`config.mk`:
```
export PLATFORM = sky130hd
export DESIGN_NAME = uap_serial_port
export DESIGN_NICKNAME = d
export VERILOG_FILES = /design/src/rtl/uap_pkg.sv /design/src/rtl/uap_bitclk.sv /design/src/rtl/uap_fifo.sv /design/src/rtl/uap_serial_port.sv
export VERILOG_INCLUDE_DIRS = /design/src /design/src/rtl
export SDC_FILE = /design/constraint.sdc
export NUM_CORES = 1
export LEC_CHECK = 0
export BUFFER_PORTS_ARGS = -buffer_cell sky130_fd_sc_hd__buf_2
export CORE_MARGIN = 1.5
export CORE_UTILIZATION = 40
export DETAILED_ROUTE_END_ITERATION = 8
export SYNTH_ARGS = -nofsm -noshare
export SYNTH_HDL_FRONTEND = slang
export SYNTH_SLANG_ARGS = --single-unit
export TNS_END_PERCENT = 5
```
`constraint.sdc`:
```
create_clock -name sys_clk -period 5.14 [get_ports sys_clk]
set_input_delay 1.028 -clock sys_clk [delete_from_list [all_inputs] [get_ports sys_clk]]
set_output_delay 1.028 -clock sys_clk [all_outputs]
set_load 0.05 [all_outputs]
```
`src/rtl/uap_params.svh`:
```
// register map, field positions and reset values of the serial port
`ifndef UAP_PARAMS_SVH
`define UAP_PARAMS_SVH

`define UAP_ADDR_CFG      32'h40000200
`define UAP_ADDR_EN       32'h40000201
`define UAP_ADDR_DIV_LO   32'h40000202
`define UAP_ADDR_DIV_HI   32'h40000203
`define UAP_ADDR_LINE     32'h40000204
`define UAP_ADDR_IRQ      32'h40000208
`define UAP_ADDR_RXBUF    32'h4000020C
`define UAP_ADDR_TXBUF    32'h4000020E

`define UAP_EN_BIT        0
`define UAP_IRQ_RX_BIT    0
`define UAP_IRQ_TX_BIT    1

`define UAP_CFG_RST       8'h00
`define UAP_EN_RST        8'h00
`define UAP_DIV_RST       8'h00
`define UAP_LINE_RST      8'h00
`define UAP_BYTE_ZERO     8'h00

`define UAP_DATA_BITS     8
`define UAP_TXFIFO_DEPTH  16

`endif

```
`src/rtl/uap_pkg.sv`:
```
// types shared by the serial port files
package uap_pkg;

  typedef struct packed {
    logic [4:0] unused;
    logic       two_stop;
    logic       even;
    logic       par_en;
  } uap_cfg_t;

  typedef struct packed {
    logic [2:0] unused;
    logic       tx_done;
    logic       rx_ready;
    logic       fe;
    logic       pe;
    logic       oe;
  } uap_line_t;

  typedef enum logic [2:0] {TX_IDLE, TX_START, TX_DATA, TX_PAR, TX_STOP} uap_tx_state_t;
  typedef enum logic [2:0] {RX_IDLE, RX_START, RX_DATA, RX_PAR, RX_STOP} uap_rx_state_t;

endpackage

```
`src/rtl/uap_bitclk.sv`:
```
// bit-period counter: one-cycle tick every divisor+1 clocks while running
`timescale 1ns/1ps
module uap_bitclk #(
  parameter int WIDTH = 16
) (
  input  wire logic             sys_clk,  // system clock
  input  wire logic             rst,      // async reset, active high
  input  wire logic             run,      // count while high
  input  wire logic [WIDTH-1:0] divisor,  // period minus one
  input  wire logic [WIDTH-1:0] preset,   // count held here while idle
  output logic                  tick      // end of a bit period
);
  logic [WIDTH-1:0] count_reg;
  logic [WIDTH-1:0] count_next;

  if (WIDTH < 2) begin : g_bad_width
    $error("uap_bitclk: WIDTH must be at least 2");
  end

  always_comb begin
    tick       = run && (count_reg == divisor);
    count_next = count_reg + {{(WIDTH-1){1'b0}}, 1'b1};
    if (!run) begin
      count_next = preset;
    end else if (tick) begin
      count_next = '0;
    end
  end

  always_ff @(posedge sys_clk or posedge rst) begin
    if (rst) begin
      count_reg <= '0;
    end else begin
      count_reg <= count_next;
    end
  end
endmodule

```
`src/rtl/uap_fifo.sv`:
```
// first-word-fall-through fifo with valid/ready on both sides
`timescale 1ns/1ps
module uap_fifo #(
  parameter int WIDTH = 8,
  parameter int DEPTH = 16
) (
  input  wire logic             sys_clk,    // system clock
  input  wire logic             rst,        // async reset, active high
  input  wire logic             in_valid,   // write request
  output logic                  in_ready,   // room for a word
  input  wire logic [WIDTH-1:0] in_data,    // word written
  output logic                  out_valid,  // word available
  input  wire logic             out_ready,  // consumer takes the word
  output logic      [WIDTH-1:0] out_data    // oldest word
);
  localparam int AW = $clog2(DEPTH);

  logic [WIDTH-1:0] mem_reg [DEPTH];
  logic [AW-1:0]    wptr_reg;
  logic [AW-1:0]    wptr_next;
  logic [AW-1:0]    rptr_reg;
  logic [AW-1:0]    rptr_next;
  logic [AW:0]      fill_reg;
  logic [AW:0]      fill_next;
  logic             push;
  logic             pop;

  if (DEPTH < 2 || (1 << AW) != DEPTH) begin : g_bad_depth
    $error("uap_fifo: DEPTH must be a power of two, at least 2");
  end

  always_comb begin
    in_ready  = (fill_reg != DEPTH[AW:0]);
    out_valid = (fill_reg != '0);
    out_data  = mem_reg[rptr_reg];
    push      = in_valid && in_ready;
    pop       = out_valid && out_ready;
    wptr_next = push ? wptr_reg + {{(AW-1){1'b0}}, 1'b1} : wptr_reg;
    rptr_next = pop ? rptr_reg + {{(AW-1){1'b0}}, 1'b1} : rptr_reg;
    fill_next = fill_reg + {{AW{1'b0}}, push} - {{AW{1'b0}}, pop};
  end

  always_ff @(posedge sys_clk) begin
    if (push) begin
      mem_reg[wptr_reg] <= in_data;
    end
  end

  always_ff @(posedge sys_clk or posedge rst) begin
    if (rst) begin
      wptr_reg <= '0;
      rptr_reg <= '0;
      fill_reg <= '0;
    end else begin
      wptr_reg <= wptr_next;
      rptr_reg <= rptr_next;
      fill_reg <= fill_next;
    end
  end
endmodule

```
`src/rtl/uap_serial_port.sv`:
```
// asynchronous serial port with its memory-mapped registers
`timescale 1ns/1ps
`include "uap_params.svh"

// How it works
// - cfg bit0 parity on, bit1 even else odd
// - cfg bit2 selects two stop bits
// - enable bit0 off stops transmit and receive
// - unread buffer overwritten sets overrun flag
// - overrun clears on status read after buffer read
// - parity mismatch sets parity error flag
// - parity error clears status-after-buffer read only
// - missing stop bit sets framing error flag
// - framing error clears status-after-buffer read
// - status bit3 shows unread received character
// - reading receive buffer clears ready flag
// - status bit4 set after character fully sent with transmit fifo empty
// - writing transmit buffer clears complete flag
// - receive buffer holds latest character, read-only
// - transmit buffer write queues byte in transmit fifo, dropped if full
// - interrupt flags rx bit0, tx bit1, w1c
module uap_serial_port
  import uap_pkg::*;
#(
  parameter int FIFO_DEPTH = `UAP_TXFIFO_DEPTH
) (
  input  wire logic        sys_clk,       // system clock, 100 MHz
  input  wire logic        rst,           // async reset, active high
  input  wire logic [31:0] bus_addr,      // processor byte address
  input  wire logic        bus_wr,        // write strobe
  input  wire logic        bus_rd,        // read strobe
  input  wire logic [7:0]  bus_wdata,     // write data
  output logic      [7:0]  bus_rdata,     // read data, valid after a read
  input  wire logic        rx_line_in,    // serial receive pin
  output logic             tx_line_out,   // serial transmit pin, idle high
  output logic             tx_space_ok    // transmit fifo had room
);
  localparam int DW = `UAP_DATA_BITS;

  uap_cfg_t      cfg_reg;
  uap_cfg_t      cfg_next;
  logic [7:0]    en_reg;
  logic [7:0]    en_next;
  logic [7:0]    div_lo_reg;
  logic [7:0]    div_lo_next;
  logic [7:0]    div_hi_reg;
  logic [7:0]    div_hi_next;
  uap_line_t     ls_reg;
  uap_line_t     ls_next;
  logic          rx_pending_irq_flag_reg;
  logic          rx_pending_irq_flag_next;
  logic          tx_done_irq_flag_reg;
  logic          tx_done_irq_flag_next;
  logic [DW-1:0] rxbuf_reg;
  logic [DW-1:0] rxbuf_next;
  logic          rxbuf_seen_reg;
  logic          rxbuf_seen_next;
  logic [7:0]    rdata_reg;
  logic [7:0]    rdata_next;
  logic          space_reg;
  logic          rx_meta_reg;
  logic          rx_sync_reg;

  uap_tx_state_t tx_st_reg;
  uap_tx_state_t tx_st_next;
  logic [DW-1:0] tx_sh_reg;
  logic [DW-1:0] tx_sh_next;
  logic [2:0]    tx_cnt_reg;
  logic [2:0]    tx_cnt_next;
  logic          tx_par_reg;
  logic          tx_par_next;
  logic          tx_two_reg;
  logic          tx_two_next;
  logic          tx_line_reg;
  logic          tx_line_next;

  uap_rx_state_t rx_st_reg;
  uap_rx_state_t rx_st_next;
  logic [DW-1:0] rx_sh_reg;
  logic [DW-1:0] rx_sh_next;
  logic [2:0]    rx_cnt_reg;
  logic [2:0]    rx_cnt_next;
  logic          rx_two_reg;
  logic          rx_two_next;
  logic          rx_perr_reg;
  logic          rx_perr_next;
  logic          rx_fe_reg;
  logic          rx_fe_next;

  logic          port_on;
  logic [15:0]   divisor;
  logic          tx_tick;
  logic          rx_tick;
  logic          fifo_in_rdy;
  logic          fifo_vld;
  logic [DW-1:0] fifo_data;
  logic          tx_push;
  logic          tx_pop;
  logic          tx_done_evt;
  logic          rx_deliver;
  logic          rx_fe_now;
  logic          rxbuf_rd;
  logic          ls_rd;

  function automatic logic hit(input logic [31:0] addr, input logic [31:0] target);
    hit = (addr == target);
  endfunction

  assign port_on  = en_reg[`UAP_EN_BIT];
  assign divisor  = {div_hi_reg, div_lo_reg};
  assign rxbuf_rd = bus_rd && hit(bus_addr, `UAP_ADDR_RXBUF);
  assign ls_rd    = bus_rd && hit(bus_addr, `UAP_ADDR_LINE);
  assign tx_push  = bus_wr && hit(bus_addr, `UAP_ADDR_TXBUF) && fifo_in_rdy;

  assign bus_rdata   = rdata_reg;
  assign tx_line_out = tx_line_reg;
  assign tx_space_ok = space_reg;

  uap_fifo #(.WIDTH(DW), .DEPTH(FIFO_DEPTH)) u_txfifo (
    .sys_clk   (sys_clk),
    .rst       (rst),
    .in_valid  (tx_push),
    .in_ready  (fifo_in_rdy),
    .in_data   (bus_wdata),
    .out_valid (fifo_vld),
    .out_ready (tx_pop),
    .out_data  (fifo_data)
  );

  uap_bitclk #(.WIDTH(16)) u_txclk (
    .sys_clk (sys_clk),
    .rst     (rst),
    .run     (tx_st_reg != TX_IDLE),
    .divisor (divisor),
    .preset  (16'h0000),
    .tick    (tx_tick)
  );

  // receive counter starts half a period in, so it samples mid-bit
  uap_bitclk #(.WIDTH(16)) u_rxclk (
    .sys_clk (sys_clk),
    .rst     (rst),
    .run     (rx_st_reg != RX_IDLE),
    .divisor (divisor),
    .preset  ({1'b0, divisor[15:1]}),
    .tick    (rx_tick)
  );

  // transmitter
  always_comb begin
    tx_st_next   = tx_st_reg;
    tx_sh_next   = tx_sh_reg;
    tx_cnt_next  = tx_cnt_reg;
    tx_par_next  = tx_par_reg;
    tx_two_next  = tx_two_reg;
    tx_line_next = tx_line_reg;
    tx_pop       = 1'b0;
    tx_done_evt  = 1'b0;
    if (!port_on) begin
      tx_st_next   = TX_IDLE;
      tx_line_next = 1'b1;
    end else begin
      unique case (tx_st_reg)
        TX_IDLE: if (fifo_vld) begin
          tx_pop       = 1'b1;
          tx_sh_next   = fifo_data;
          tx_par_next  = cfg_reg.even ? ^fifo_data : ~^fifo_data;
          tx_cnt_next  = 3'h0;
          tx_two_next  = 1'b0;
          tx_line_next = 1'b0;
          tx_st_next   = TX_START;
        end
        TX_START: if (tx_tick) begin
          tx_line_next = tx_sh_reg[0];
          tx_st_next   = TX_DATA;
        end
        TX_DATA: if (tx_tick) begin
          tx_sh_next  = tx_sh_reg >> 1;
          tx_cnt_next = tx_cnt_reg + 3'h1;
          if (tx_cnt_reg == 3'h7) begin
            tx_line_next = cfg_reg.par_en ? tx_par_reg : 1'b1;
            tx_st_next   = cfg_reg.par_en ? TX_PAR : TX_STOP;
          end else begin
            tx_line_next = tx_sh_reg[1];
          end
        end
        TX_PAR: if (tx_tick) begin
          tx_line_next = 1'b1;
          tx_st_next   = TX_STOP;
        end
        TX_STOP: if (tx_tick) begin
          if (cfg_reg.two_stop && !tx_two_reg) begin
            tx_two_next = 1'b1;
          end else begin
            tx_done_evt = 1'b1;
            tx_st_next  = TX_IDLE;
          end
        end
      endcase
    end
  end

  // receiver
  always_comb begin
    rx_st_next   = rx_st_reg;
    rx_sh_next   = rx_sh_reg;
    rx_cnt_next  = rx_cnt_reg;
    rx_two_next  = rx_two_reg;
    rx_perr_next = rx_perr_reg;
    rx_fe_next   = rx_fe_reg;
    rx_deliver   = 1'b0;
    rx_fe_now    = rx_fe_reg || !rx_sync_reg;
    if (!port_on) begin
      rx_st_next = RX_IDLE;
    end else begin
      unique case (rx_st_reg)
        RX_IDLE: if (!rx_sync_reg) begin
          rx_st_next = RX_START;
        end
        RX_START: if (rx_tick) begin
          rx_st_next   = rx_sync_reg ? RX_IDLE : RX_DATA;  // glitch rejected
          rx_cnt_next  = 3'h0;
          rx_two_next  = 1'b0;
          rx_perr_next = 1'b0;
          rx_fe_next   = 1'b0;
        end
        RX_DATA: if (rx_tick) begin
          rx_sh_next  = {rx_sync_reg, rx_sh_reg[DW-1:1]};
          rx_cnt_next = rx_cnt_reg + 3'h1;
          if (rx_cnt_reg == 3'h7) begin
            rx_st_next = cfg_reg.par_en ? RX_PAR : RX_STOP;
          end
        end
        RX_PAR: if (rx_tick) begin
          rx_perr_next = rx_sync_reg != (cfg_reg.even ? ^rx_sh_reg : ~^rx_sh_reg);
          rx_st_next   = RX_STOP;
        end
        RX_STOP: if (rx_tick) begin
          if (cfg_reg.two_stop && !rx_two_reg) begin
            rx_two_next = 1'b1;
            rx_fe_next  = rx_fe_now;
          end else begin
            rx_deliver = 1'b1;
            rx_st_next = RX_IDLE;
          end
        end
      endcase
    end
  end

  // registers and flags; a hardware set always wins over a clear
  always_comb begin
    cfg_next                 = cfg_reg;
    en_next                  = en_reg;
    div_lo_next              = div_lo_reg;
    div_hi_next              = div_hi_reg;
    ls_next                  = ls_reg;
    rx_pending_irq_flag_next = rx_pending_irq_flag_reg;
    tx_done_irq_flag_next    = tx_done_irq_flag_reg;
    rxbuf_next               = rxbuf_reg;
    rxbuf_seen_next          = rxbuf_seen_reg;
    rdata_next               = rdata_reg;
    if (bus_wr) begin
      if (hit(bus_addr, `UAP_ADDR_CFG)) cfg_next = uap_cfg_t'({5'h00, bus_wdata[2:0]});
      if (hit(bus_addr, `UAP_ADDR_EN)) en_next = {7'h00, bus_wdata[0]};
      if (hit(bus_addr, `UAP_ADDR_DIV_LO)) div_lo_next = bus_wdata;
      if (hit(bus_addr, `UAP_ADDR_DIV_HI)) div_hi_next = bus_wdata;
      if (hit(bus_addr, `UAP_ADDR_IRQ)) begin
        rx_pending_irq_flag_next = rx_pending_irq_flag_reg && !bus_wdata[`UAP_IRQ_RX_BIT];
        tx_done_irq_flag_next    = tx_done_irq_flag_reg && !bus_wdata[`UAP_IRQ_TX_BIT];
      end
    end
    if (tx_push) ls_next.tx_done = 1'b0;
    if (rxbuf_rd) begin
      ls_next.rx_ready = 1'b0;
      rxbuf_seen_next  = 1'b1;
    end
    if (ls_rd && rxbuf_seen_reg) begin
      ls_next.oe      = 1'b0;
      ls_next.pe      = 1'b0;
      ls_next.fe      = 1'b0;
      rxbuf_seen_next = 1'b0;
    end
    if (rx_deliver) begin
      rxbuf_next               = rx_sh_reg;
      ls_next.oe               = ls_next.oe || (ls_reg.rx_ready && !rxbuf_rd);
      ls_next.pe               = ls_next.pe || rx_perr_reg;
      ls_next.fe               = ls_next.fe || rx_fe_now;
      ls_next.rx_ready         = 1'b1;
      rx_pending_irq_flag_next = 1'b1;
    end
    if (tx_done_evt && !fifo_vld) begin
      ls_next.tx_done       = 1'b1;
      tx_done_irq_flag_next = 1'b1;
    end
    if (bus_rd) begin
      rdata_next = `UAP_BYTE_ZERO;
      if (hit(bus_addr, `UAP_ADDR_CFG)) rdata_next = cfg_reg;
      if (hit(bus_addr, `UAP_ADDR_EN)) rdata_next = en_reg;
      if (hit(bus_addr, `UAP_ADDR_DIV_LO)) rdata_next = div_lo_reg;
      if (hit(bus_addr, `UAP_ADDR_DIV_HI)) rdata_next = div_hi_reg;
      if (hit(bus_addr, `UAP_ADDR_LINE)) rdata_next = ls_reg;
      if (hit(bus_addr, `UAP_ADDR_IRQ)) rdata_next = {6'h00, tx_done_irq_flag_reg, rx_pending_irq_flag_reg};
      if (hit(bus_addr, `UAP_ADDR_RXBUF)) rdata_next = rxbuf_reg;
    end
  end

  always_ff @(posedge sys_clk or posedge rst) begin
    if (rst) begin
      cfg_reg                 <= uap_cfg_t'(`UAP_CFG_RST);
      en_reg                  <= `UAP_EN_RST;
      div_lo_reg              <= `UAP_DIV_RST;
      div_hi_reg              <= `UAP_DIV_RST;
      ls_reg                  <= uap_line_t'(`UAP_LINE_RST);
      rx_pending_irq_flag_reg <= 1'b0;
      tx_done_irq_flag_reg    <= 1'b0;
      rxbuf_reg               <= `UAP_BYTE_ZERO;
      rxbuf_seen_reg          <= 1'b0;
      rdata_reg               <= `UAP_BYTE_ZERO;
      space_reg               <= 1'b0;
      rx_meta_reg             <= 1'b1;
      rx_sync_reg             <= 1'b1;
      tx_st_reg               <= TX_IDLE;
      tx_sh_reg               <= `UAP_BYTE_ZERO;
      tx_cnt_reg              <= 3'h0;
      tx_par_reg              <= 1'b0;
      tx_two_reg              <= 1'b0;
      tx_line_reg             <= 1'b1;
      rx_st_reg               <= RX_IDLE;
      rx_sh_reg               <= `UAP_BYTE_ZERO;
      rx_cnt_reg              <= 3'h0;
      rx_two_reg              <= 1'b0;
      rx_perr_reg             <= 1'b0;
      rx_fe_reg               <= 1'b0;
    end else begin
      cfg_reg                 <= cfg_next;
      en_reg                  <= en_next;
      div_lo_reg              <= div_lo_next;
      div_hi_reg              <= div_hi_next;
      ls_reg                  <= ls_next;
      rx_pending_irq_flag_reg <= rx_pending_irq_flag_next;
      tx_done_irq_flag_reg    <= tx_done_irq_flag_next;
      rxbuf_reg               <= rxbuf_next;
      rxbuf_seen_reg          <= rxbuf_seen_next;
      rdata_reg               <= rdata_next;
      space_reg               <= fifo_in_rdy;
      rx_meta_reg             <= rx_line_in;
      rx_sync_reg             <= rx_meta_reg;
      tx_st_reg               <= tx_st_next;
      tx_sh_reg               <= tx_sh_next;
      tx_cnt_reg              <= tx_cnt_next;
      tx_par_reg              <= tx_par_next;
      tx_two_reg              <= tx_two_next;
      tx_line_reg             <= tx_line_next;
      rx_st_reg               <= rx_st_next;
      rx_sh_reg               <= rx_sh_next;
      rx_cnt_reg              <= rx_cnt_next;
      rx_two_reg              <= rx_two_next;
      rx_perr_reg             <= rx_perr_next;
      rx_fe_reg               <= rx_fe_next;
    end
  end
endmodule

```
# Word-level counts from Yosys, hierarchy flattened
# Memory sizes are Yosys's and may differ from the RTL's.
# Index checks and enable logic that the tools add are counted.
[op_classes]
n_eq_ne = 46
addsub = 8
mux = 88
n_reduce_logical = 63
[ops]
columns = ["op", "n"]
rows = [
  ["== test 32 x 31 -> 1 bit, second input constant", 8],
  ["2-to-1 mux 3 bit", 23],
  ["2-to-1 mux 16 bit", 4],
  ["2-to-1 mux 8 bit", 8],
  ["inequality test 3 bit, second input constant", 14],
  ["2-to-1 mux 1 bit", 41],
  ["adder 16 x 1 -> 16 bit, second input constant", 2],
  ["== test 16 bit", 2],
  ["case mux 3 bit (5 select lines)", 2],
  ["nonzero test 2 bit", 12],
  ["inequality test 2 bit, second input constant", 9],
  ["case mux 8 bit (2 select lines)", 1],
  ["XNOR reduction 8 bit", 2],
  ["XOR reduction 8 bit", 2],
  ["logical AND 1 bit", 15],
  ["AND reduction 5 bit", 3],
  ["AND reduction 7 bit", 2],
  ["== test 3 x 2 -> 1 bit, second input constant", 4],
  ["== test 3 bit, second input constant", 4],
  ["case mux 3 bit (2 select lines)", 2],
  ["AND reduction 2 bit", 6],
  ["AND reduction 4 bit", 3],
  ["adder 4 x 1 -> 4 bit, second input constant", 2],
  ["case mux 1 bit (2 select lines)", 4],
  ["other kinds (16)", 30],
]
[totals]
mem_bits_rw = 128
n_memories = 1
input_bits = 45
out_inout_bits = 10
regBits = 126
elab_cells = 242
[mem_list]
columns = ["memory", "words", "word_bits", "rd", "rd_clocked_by_memory_dff", "write_ports", "line_no", "source"]
rows = [
  ["u_txfifo.mem_reg", 16, 8, 1, 0, 1, "uap_fifo.sv:18", "logic [WIDTH-1:0] mem_reg [DEPTH];"],
]

# Logic depth before layout (Yosys ltp)
# Gate-level depths: netlist (run 1).
[logic_depth]
word_depth = 9
depth_mapped = 16
ltp_nobuf = 15

# Hierarchy
# A second synthesis (run 1) with hierarchy kept.
[unflattened]
hier_cells = 918
area_unflattened_um2 = 12077.8
[by_module_without_submodules]
columns = ["mod", "area_each_um2", "seq_area_each_um2", "instances", "cells_each"]
rows = [
  ["uap_fifo", 5751.8, 4169.0, 1, 322],
  ["uap_serial_port", 4071.4, 2030.7, 1, 366],
  ["uap_bitclk", 1127.3, 400.4, 2, 115],
]

# Worst setup path after synthesis (run 1)
# Ideal clock, no wire load.
[synth_path]
path_type = "input to register"
from = "input bus_addr[5]"
to = "memory u_txfifo.mem_reg[3][0] (enable)"
setup_time_ns = 0.383
t_arrival_ns = 3.230
required_ns = 4.757
path_slack_ns = 1.526
stages = 5
n_path_buf = 0
cell_sequence = "or4_1 -> or2_2 -> nor4b_4 -> nand2_1 -> nor3_1"
[synth_between]
elab_chain_len = 6
[synth_lines]
columns = ["item", "line_no", "source"]
rows = [
  ["start: declaration", "uap_serial_port.sv:29", "input wire logic [31:0] bus_addr,"],
  ["== test 32 x 31 -> 1 bit", "uap_serial_port.sv:106", "hit = (addr == target);"],
  ["logical AND 1 bit (2 in series)", "uap_serial_port.sv:113", "assign tx_push = bus_wr && hit(bus_addr, `UAP_ADDR_TXBUF) && fifo_in_rdy;"],
  ["logical AND 1 bit", "uap_fifo.sv:36", "push = in_valid && in_ready;"],
  ["via u_txfifo.push", "uap_fifo.sv:25", "logic push;"],
  ["2-to-1 mux 1 bit", "uap_fifo.sv:44", "if (push) begin"],
  ["2-to-1 mux 1 bit (implied by the code)", "uap_fifo.sv:45", "mem_reg[wptr_reg] <= in_data;"],
  ["end: declaration", "uap_fifo.sv:18", ""],
]
# The timed path passes the listed nets, and every way through them passes these cells.

# Worst setup path in the final report (run 1)
[layout_path]
from = "input bus_addr[8]"
to = "register u_txfifo.fill_reg[4]"
[layout_between]
elab_chain_len = 6
[layout_lines]
columns = ["item", "line_no", "source"]
rows = [
  ["== test 32 x 31 -> 1 bit", "uap_serial_port.sv:106", ""],
  ["logical AND 1 bit (2 in series)", "uap_serial_port.sv:113", ""],
  ["logical AND 1 bit", "uap_fifo.sv:36", ""],
  ["via u_txfifo.push", "uap_fifo.sv:25", ""],
  ["adder 5 x 1 -> 5 bit", "uap_fifo.sv:40", "fill_next = fill_reg + {{AW{1'b0}}, push} - {{AW{1'b0}}, pop};"],
  ["subtractor 5 x 1 -> 5 bit", "uap_fifo.sv:40", ""],
  ["via u_txfifo.fill_next[4]", "uap_fifo.sv:24", "logic [AW:0] fill_next;"],
  ["end signal: assignment", "uap_fifo.sv:57", "fill_reg <= fill_next;"],
  ["end: declaration", "uap_fifo.sv:23", "logic [AW:0] fill_reg;"],
]
# The timed path passes the listed nets, and every way through them passes these cells.
# A chain may end at the register's enable or synchronous reset.

==> impl_metrics.tcl, run 1 <==
set metrics [dict create \
    outcome "finished, final reports clean" \
    cp_slowest_cell "nor4b_4" \
    crit_type "input pin to flop" \
    core-area_sq_um 28700 \
    path_max_fanout 10 \
    min-delay-path-class "flop to flop" \
    syn_inst 875 \
    largest_reg_flops 128 \
    ys_ff_latch 254 \
    p_total_w 0.004246 \
    drt-total-wl_um 25220 \
    cp.required_ns 5.54 \
    netSwitchingFraction 0.1980 \
    viasPerCell 5.301 \
    p_per_area_nw_per_um2 319.5 \
    finalCriticalPeriod_ns 3.512 \
    fillers 2598 \
    diodes 0 \
    cpPeakStageDelay_ns 0.58 \
    top_layer_used "met4" \
    async_flop_share 0.4961 \
    synth_top_flop_cell "edfxtp_1" \
    synth-adder-area-share 0.01995 \
    cpMostUsedCell "nor2_1" \
    critPathBufInv 3 \
    ys_seq_area_frac 0.6001 \
    regArea_sq_um 7002 \
    hold_violations 0 \
    cap_violations 0 \
    pin_count 55 \
    period_share 0.6832 \
    pwr-share-comb 0.017 \
    synth_top_family_by_area "multiplexers" \
    pwr-share-seq 0.505 \
    met3_wirelength_um 918 \
    place_hpwl_um 17180 \
    drt-met1-wl_um 12210 \
    grt_overflow 0 \
    cts_tree "yes" \
    setup_viol 0 \
    drtIter0Drc 490 \
    io_buffers 54 \
    synth_compound_area_frac 0.06070 \
    synthDistinctLibCells 61 \
    ys_warn_count 0 \
    synthMuxAreaShare 0.1215 \
    crit_chain "buf_2 -> nor4b_1 -> nand4_1 -> nor2_1 -> nand3_1 -> nor4b_4 -> ha_1 -> inv_1 -> fa_1 -> inv_1 -> a21oi_1 -> nor2_1 -> nor2_1 -> xnor2_1" \
    grt_max_degree 45 \
    cts_resized 0 \
    antenna_found_initial 0 \
    syn_area_per_cell_sq_um 13.33 \
    ys_top_cells_by_area "edfxtp_1 33%, dfrtp_1 26%, mux4_1 4.1%" \
    tightest_slew_ns 1.199 \
    row_count 62 \
    max_freq_ghz 0.2848 \
    arrival_ns 3.91 \
    end_kind "flop" \
    multiInputGateArea_sq_um 4389 \
    routabilityCongestion 0.7997 \
    antenna_left 0 \
    synth_top_area_frac 0.3295 \
    power.leakage_nw 5.230 \
    ctsHoldBuffers 0 \
    clock_skew_ns 0.008280 \
    syn2layout_area_growth_pct 13.90 \
    wl_per_cell_um 18.82 \
    fp.dieArea_sq_um 30200 \
    die_h_um 173.8 \
    cp-start-kind "input pin" \
    vias 7104 \
    maxSlewViolCount 0 \
    dr.pass1.iters 5 \
    grt_pass1_vias 7085 \
    switchingPower_w 0.0008405 \
    finalSetupTns_ns 0 \
    drc 0 \
    layout_commonest_cell "edfxtp_1" \
    critPathTopFamily "simple AND/OR/NAND/NOR gates" \
    synth_edf_count 128 \
    post_cts_buffers 0 \
    track_usage 0.1706 \
    synth_area_sq_um 11670 \
    layout-drive-gt1-share 0.1893 \
    die-width_um 173.8 \
    wl_met2_um 11810 \
    mostFrequentLayoutCells "128 x edfxtp_1, 122 x dfrtp_1, 66 x nand2_1" \
    synthXorXnorAreaFrac 0.06338 \
    clk_latency_ns 0.53 \
    p_clk_frac 0.478 \
    clock_sinks 254 \
    grt_pass1_wl_um 40630 \
    cts_buffers 27 \
    hold_ws_ns 0.3565 \
    cts_htree_levels 1 \
    p_int_w 0.003405 \
    clk_pin_slew_ns 0.06 \
    max-clock-path-buffers 3 \
    final_nets 999 \
    grt_setup_unrepaired "false" \
    ir_drop_mv 0.1745 \
    synth_fp_nets 938 \
    cts_root_buf "clkbuf_16" \
    yosysTopAreaCell "edfxtp_1" \
    start_util 0.4065 \
    synth_simple_gate_area_frac 0.1103 \
    maxSlewHeadroom 0.1935 \
]
stage by stage:
step | setup WS, ns | instance area [sq um] | std cells | util
2_1_floorplan | 0.7610 | 11670 | 875 | -
3_3_place_gp | 1.130 | 12350 | 1291 | 0.4303
3_5_place_dp | 1.098 | 12350 | 1291 | 0.4303
4_1_cts | 1.642 | 13290 | 1340 | 0.4629
5_1_grt | 1.327 | 13290 | 1340 | 0.4629
6_report | 1.628 | 13290 | 1340 | 0.4629
worst reg2reg max path: cells and delay by family (launching register included):
family / cells / cell delay, ns
XOR/XNOR: 1 / 0.27
AO/OA/AOI/OAI: 1 / 0.16
AND/OR/NAND/NOR: 5 / 2.16
flip-flops: 1 / 0.49
cells in the mapped netlist (10+ instances only):
library cell  instances
a21oi_1              18
and3_1               11
clkbuf_1             24
dfrtp_1             123
edfxtp_1            128
ha_1                 17
inv_1                31
mux2_2               37
mux2i_1              10
mux4_1               18
mux4_2               19
nand2_1              66
nand3_1              34
nand4_1              12
nor2_1               59
nor3_1               17
nor4_1               11
o21ai_0              52
xnor2_1              41
xor2_1               39
power groups by stage:
| stage | clock (W) | sequential, W | combinational [W] |
|---|---|---|---|
| final | 0.00203 | 0.00214 | 0.0000736 |
| after global routing | 0.00216 | 0.00214 | 0.0000837 |
| after CTS | 0.00208 | 0.00214 | 0.0000768 |
| after detailed placement | 0 | 0.00218 | 0.0000768 |
| after global placement | 0 | 0.00218 | 0.0000760 |
| after floorplan | 0 | 0.00218 | 0.0000273 |
kinds of logic after synthesis:
kind of cell             count (synthesis)
flip-flops                             254
buffers and inverters                   65
XOR/XNOR                                82
AND/OR/NAND/NOR                        258
adder cells (fa/ha/maj)                 18
AO/OA/AOI/OAI                          114
multiplexers                            84
per-layer routing:
metal  vias to the layer above  global-route usage
li1                       3357                   -
met1                      3625              0.2523
met2                       103              0.2703
met3                        19             0.02171
met4                         0             0.03592
met5                         -                   0
path summary, 6_finish.rpt:
path | to | start | cells past startpoint | slack (ns)
max | u_txfifo.fill_reg[4] | bus_addr[8] | 14 | 1.63
min in group asynchronous | tx_cnt_reg[1] | rst | 2 | 0.56
max in group asynchronous | u_txclk.count_reg[14] | rst | 3 | 3.59
min reg2reg | rx_sync_reg | rx_meta_reg | 0 | 0.36
max reg2reg | rx_two_reg | div_hi_reg[2] | 7 | 1.96
min | rx_sync_reg | rx_meta_reg | 0 | 0.36
layout make-up:
type                            count  share of cell area
Multi-Input combinational cell    556              0.3303
Clock inverter                     16             0.01648
Clock buffer                       33             0.05405
Inverter                           31            0.008945
Sequential cell                   254              0.5269
Tap cell                          384             0.03616
Timing Repair Buffer               66             0.02712
Power figures use the tool's default switching activity.
==> run 2: changes to the inputs <==
==> constraint.sdc (replaced) <==
create_clock -name sys_clk -period 3.09 [get_ports sys_clk]
set_input_delay 0.618 -clock sys_clk [delete_from_list [all_inputs] [get_ports sys_clk]]
set_output_delay 0.618 -clock sys_clk [all_outputs]
set_load 0.05 [all_outputs]
==> impl_metrics.tcl, run 2 (synthesis results as in run 1) <==
set metrics [dict create \
    p_per_area_nw_per_um2 510.7 \
    clock_sinks 254 \
    multiInputGateArea_sq_um 4389 \
    cp.required_ns 3.51 \
    fp.dieArea_sq_um 30200 \
    power.leakage_nw 5.434 \
    wl_per_cell_um 18.69 \
    regArea_sq_um 7002 \
    ir_drop_mv 0.4261 \
    cts_root_buf "clkbuf_16" \
    grt_max_degree 36 \
    final_nets 1039 \
    setup_ws_ns 0.3481 \
    outcome "finished, final reports clean" \
    drc 0 \
    worstHoldPathCells 1 \
    start_util 0.4065 \
    grt_overflow 0 \
    min-delay-path-class "input pin to flop" \
    maxSlewHeadroom 0.4140 \
    largest_reg_flops 128 \
    diodes 0 \
    place_hpwl_um 17330 \
    grt_pass1_vias 7346 \
    setup_viol 0 \
    grt_pass1_wl_um 41570 \
    clock_skew_ns 0.01281 \
    cts_tree "yes" \
    antenna_found_initial 0 \
    row_count 62 \
    pin_count 55 \
    io_buffers 54 \
    track_usage 0.1756 \
    cp-start-kind "flop" \
    crit_type "flop to flop" \
    mostFrequentLayoutCells "128 x edfxtp_1, 122 x dfrtp_1, 66 x nand2_1" \
    cts_htree_levels 1 \
    drtIter0Drc 640 \
    arrival_ns 3.17 \
    fillers 2572 \
    grt_setup_unrepaired "false" \
    antenna_left 0 \
    clk_latency_ns 0.55 \
    period_share 0.8873 \
    worst_r2r_path_depth 7 \
    hold_violations 0 \
    layout-drive-gt1-share 0.2187 \
    tightest_slew_ns 0.8771 \
    path_max_fanout 9 \
    max_freq_ghz 0.3647 \
    max-clock-path-buffers 3 \
    die_h_um 173.8 \
    core-area_sq_um 28700 \
    ctsHoldBuffers 0 \
    dp_slack_ns -0.09693 \
    end_kind "flop" \
    drt-total-wl_um 25810 \
    layout_commonest_cell "edfxtp_1" \
    post_cts_buffers 0 \
    cts_resized 0 \
    clk_pin_slew_ns 0.06 \
    cts_buffers 27 \
    die-width_um 173.8 \
    dr.pass1.iters 5 \
    routabilityCongestion 0.8419 \
    cap_violations 0 \
    place_area_sq_um 12700 \
    final_area_sq_um 13610 \
    finalCriticalPeriod_ns 2.742 \
    syn2layout_area_growth_pct 16.66 \
    maxSlewViolCount 0 \
    viasPerCell 5.303 \
    vias 7323 \
]
==> run 2: changes by cell type in the layout (fill, tap and decap cells not counted), moves of 2 or more <==
cell       before  now
buf_4          12   48
buf_12          0    4
bufinv_16       5    1
clkbuf_1        4    8
clkbuf_8        2    5
clkinv_4        3    0
clkbuf_16      27   29
clkinv_2        7    5
==> run 2: cell type report <==
class | count | area share
clock buffers | 42 | 0.06059
clock inverters | 8 | 0.006068
inverters | 31 | 0.008826
multi-input cells | 556 | 0.3225
flip-flops and latches | 254 | 0.5145
well taps | 384 | 0.03530
repair buffers | 106 | 0.05222
==> run 2: metrics by stage <==
stage / hold slack, ns / power, W / cells / setup TNS [ns] / util
CTS: 0.1557 / 0.007017 / 1381 / 0 / 0.4742
global placement: 0.3459 / 0.003763 / 1331 / -0.02035 / 0.4425
finish: 0.1784 / 0.006950 / 1381 / 0 / 0.4742
global route: 0.1575 / 0.007179 / 1381 / 0 / 0.4742
floorplan: 0.3452 / 0.003677 / 875 / -2.667 / -
detailed placement: 0.3469 / 0.003765 / 1331 / -0.09693 / 0.4425
==> run 2: critical path, cell delays in order, from the launching register on <==
cell and delay, ns:
dfrtp_1 0.50, xnor2_1 0.28, nand4_1 0.12, nor4b_1 0.31, and4b_1 0.33, and2_1 0.19
and3_1 0.47, mux2_2 0.40
==> run 2: final timing paths <==
check                      slack (ns)     startpoint                    to
setup / recovery                 0.35  div_hi_reg[2]          rxbuf_reg[5]
hold / removal                   0.18     rx_line_in           rx_meta_reg
setup reg to reg                 0.35  div_hi_reg[2]          rxbuf_reg[5]
hold reg to reg                  0.36    rx_meta_reg           rx_sync_reg
max in group asynchronous        2.18            rst  u_txfifo.rptr_reg[0]
min in group asynchronous        0.21            rst  u_txfifo.fill_reg[4]
==> run 2: report_power, final <==
group	internal (W)	switching (W)
logic	0.0000371	0.0000931
clock network	0.00193	0.00133
registers	0.00356	0.00000220
==> run 2: layer usage <==
metal | vias up | part of all wire | wire (um) | global-route usage
met5 | - | 0 | 0 | 0
met3 | 21 | 0.039 | 1006 | 0.02390
met1 | 3738 | 0.47 | 12150 | 0.2517
li1 | 3447 | - | - | -
met4 | 0 | 0.012 | 306 | 0.03700
met2 | 117 | 0.48 | 12340 | 0.2863
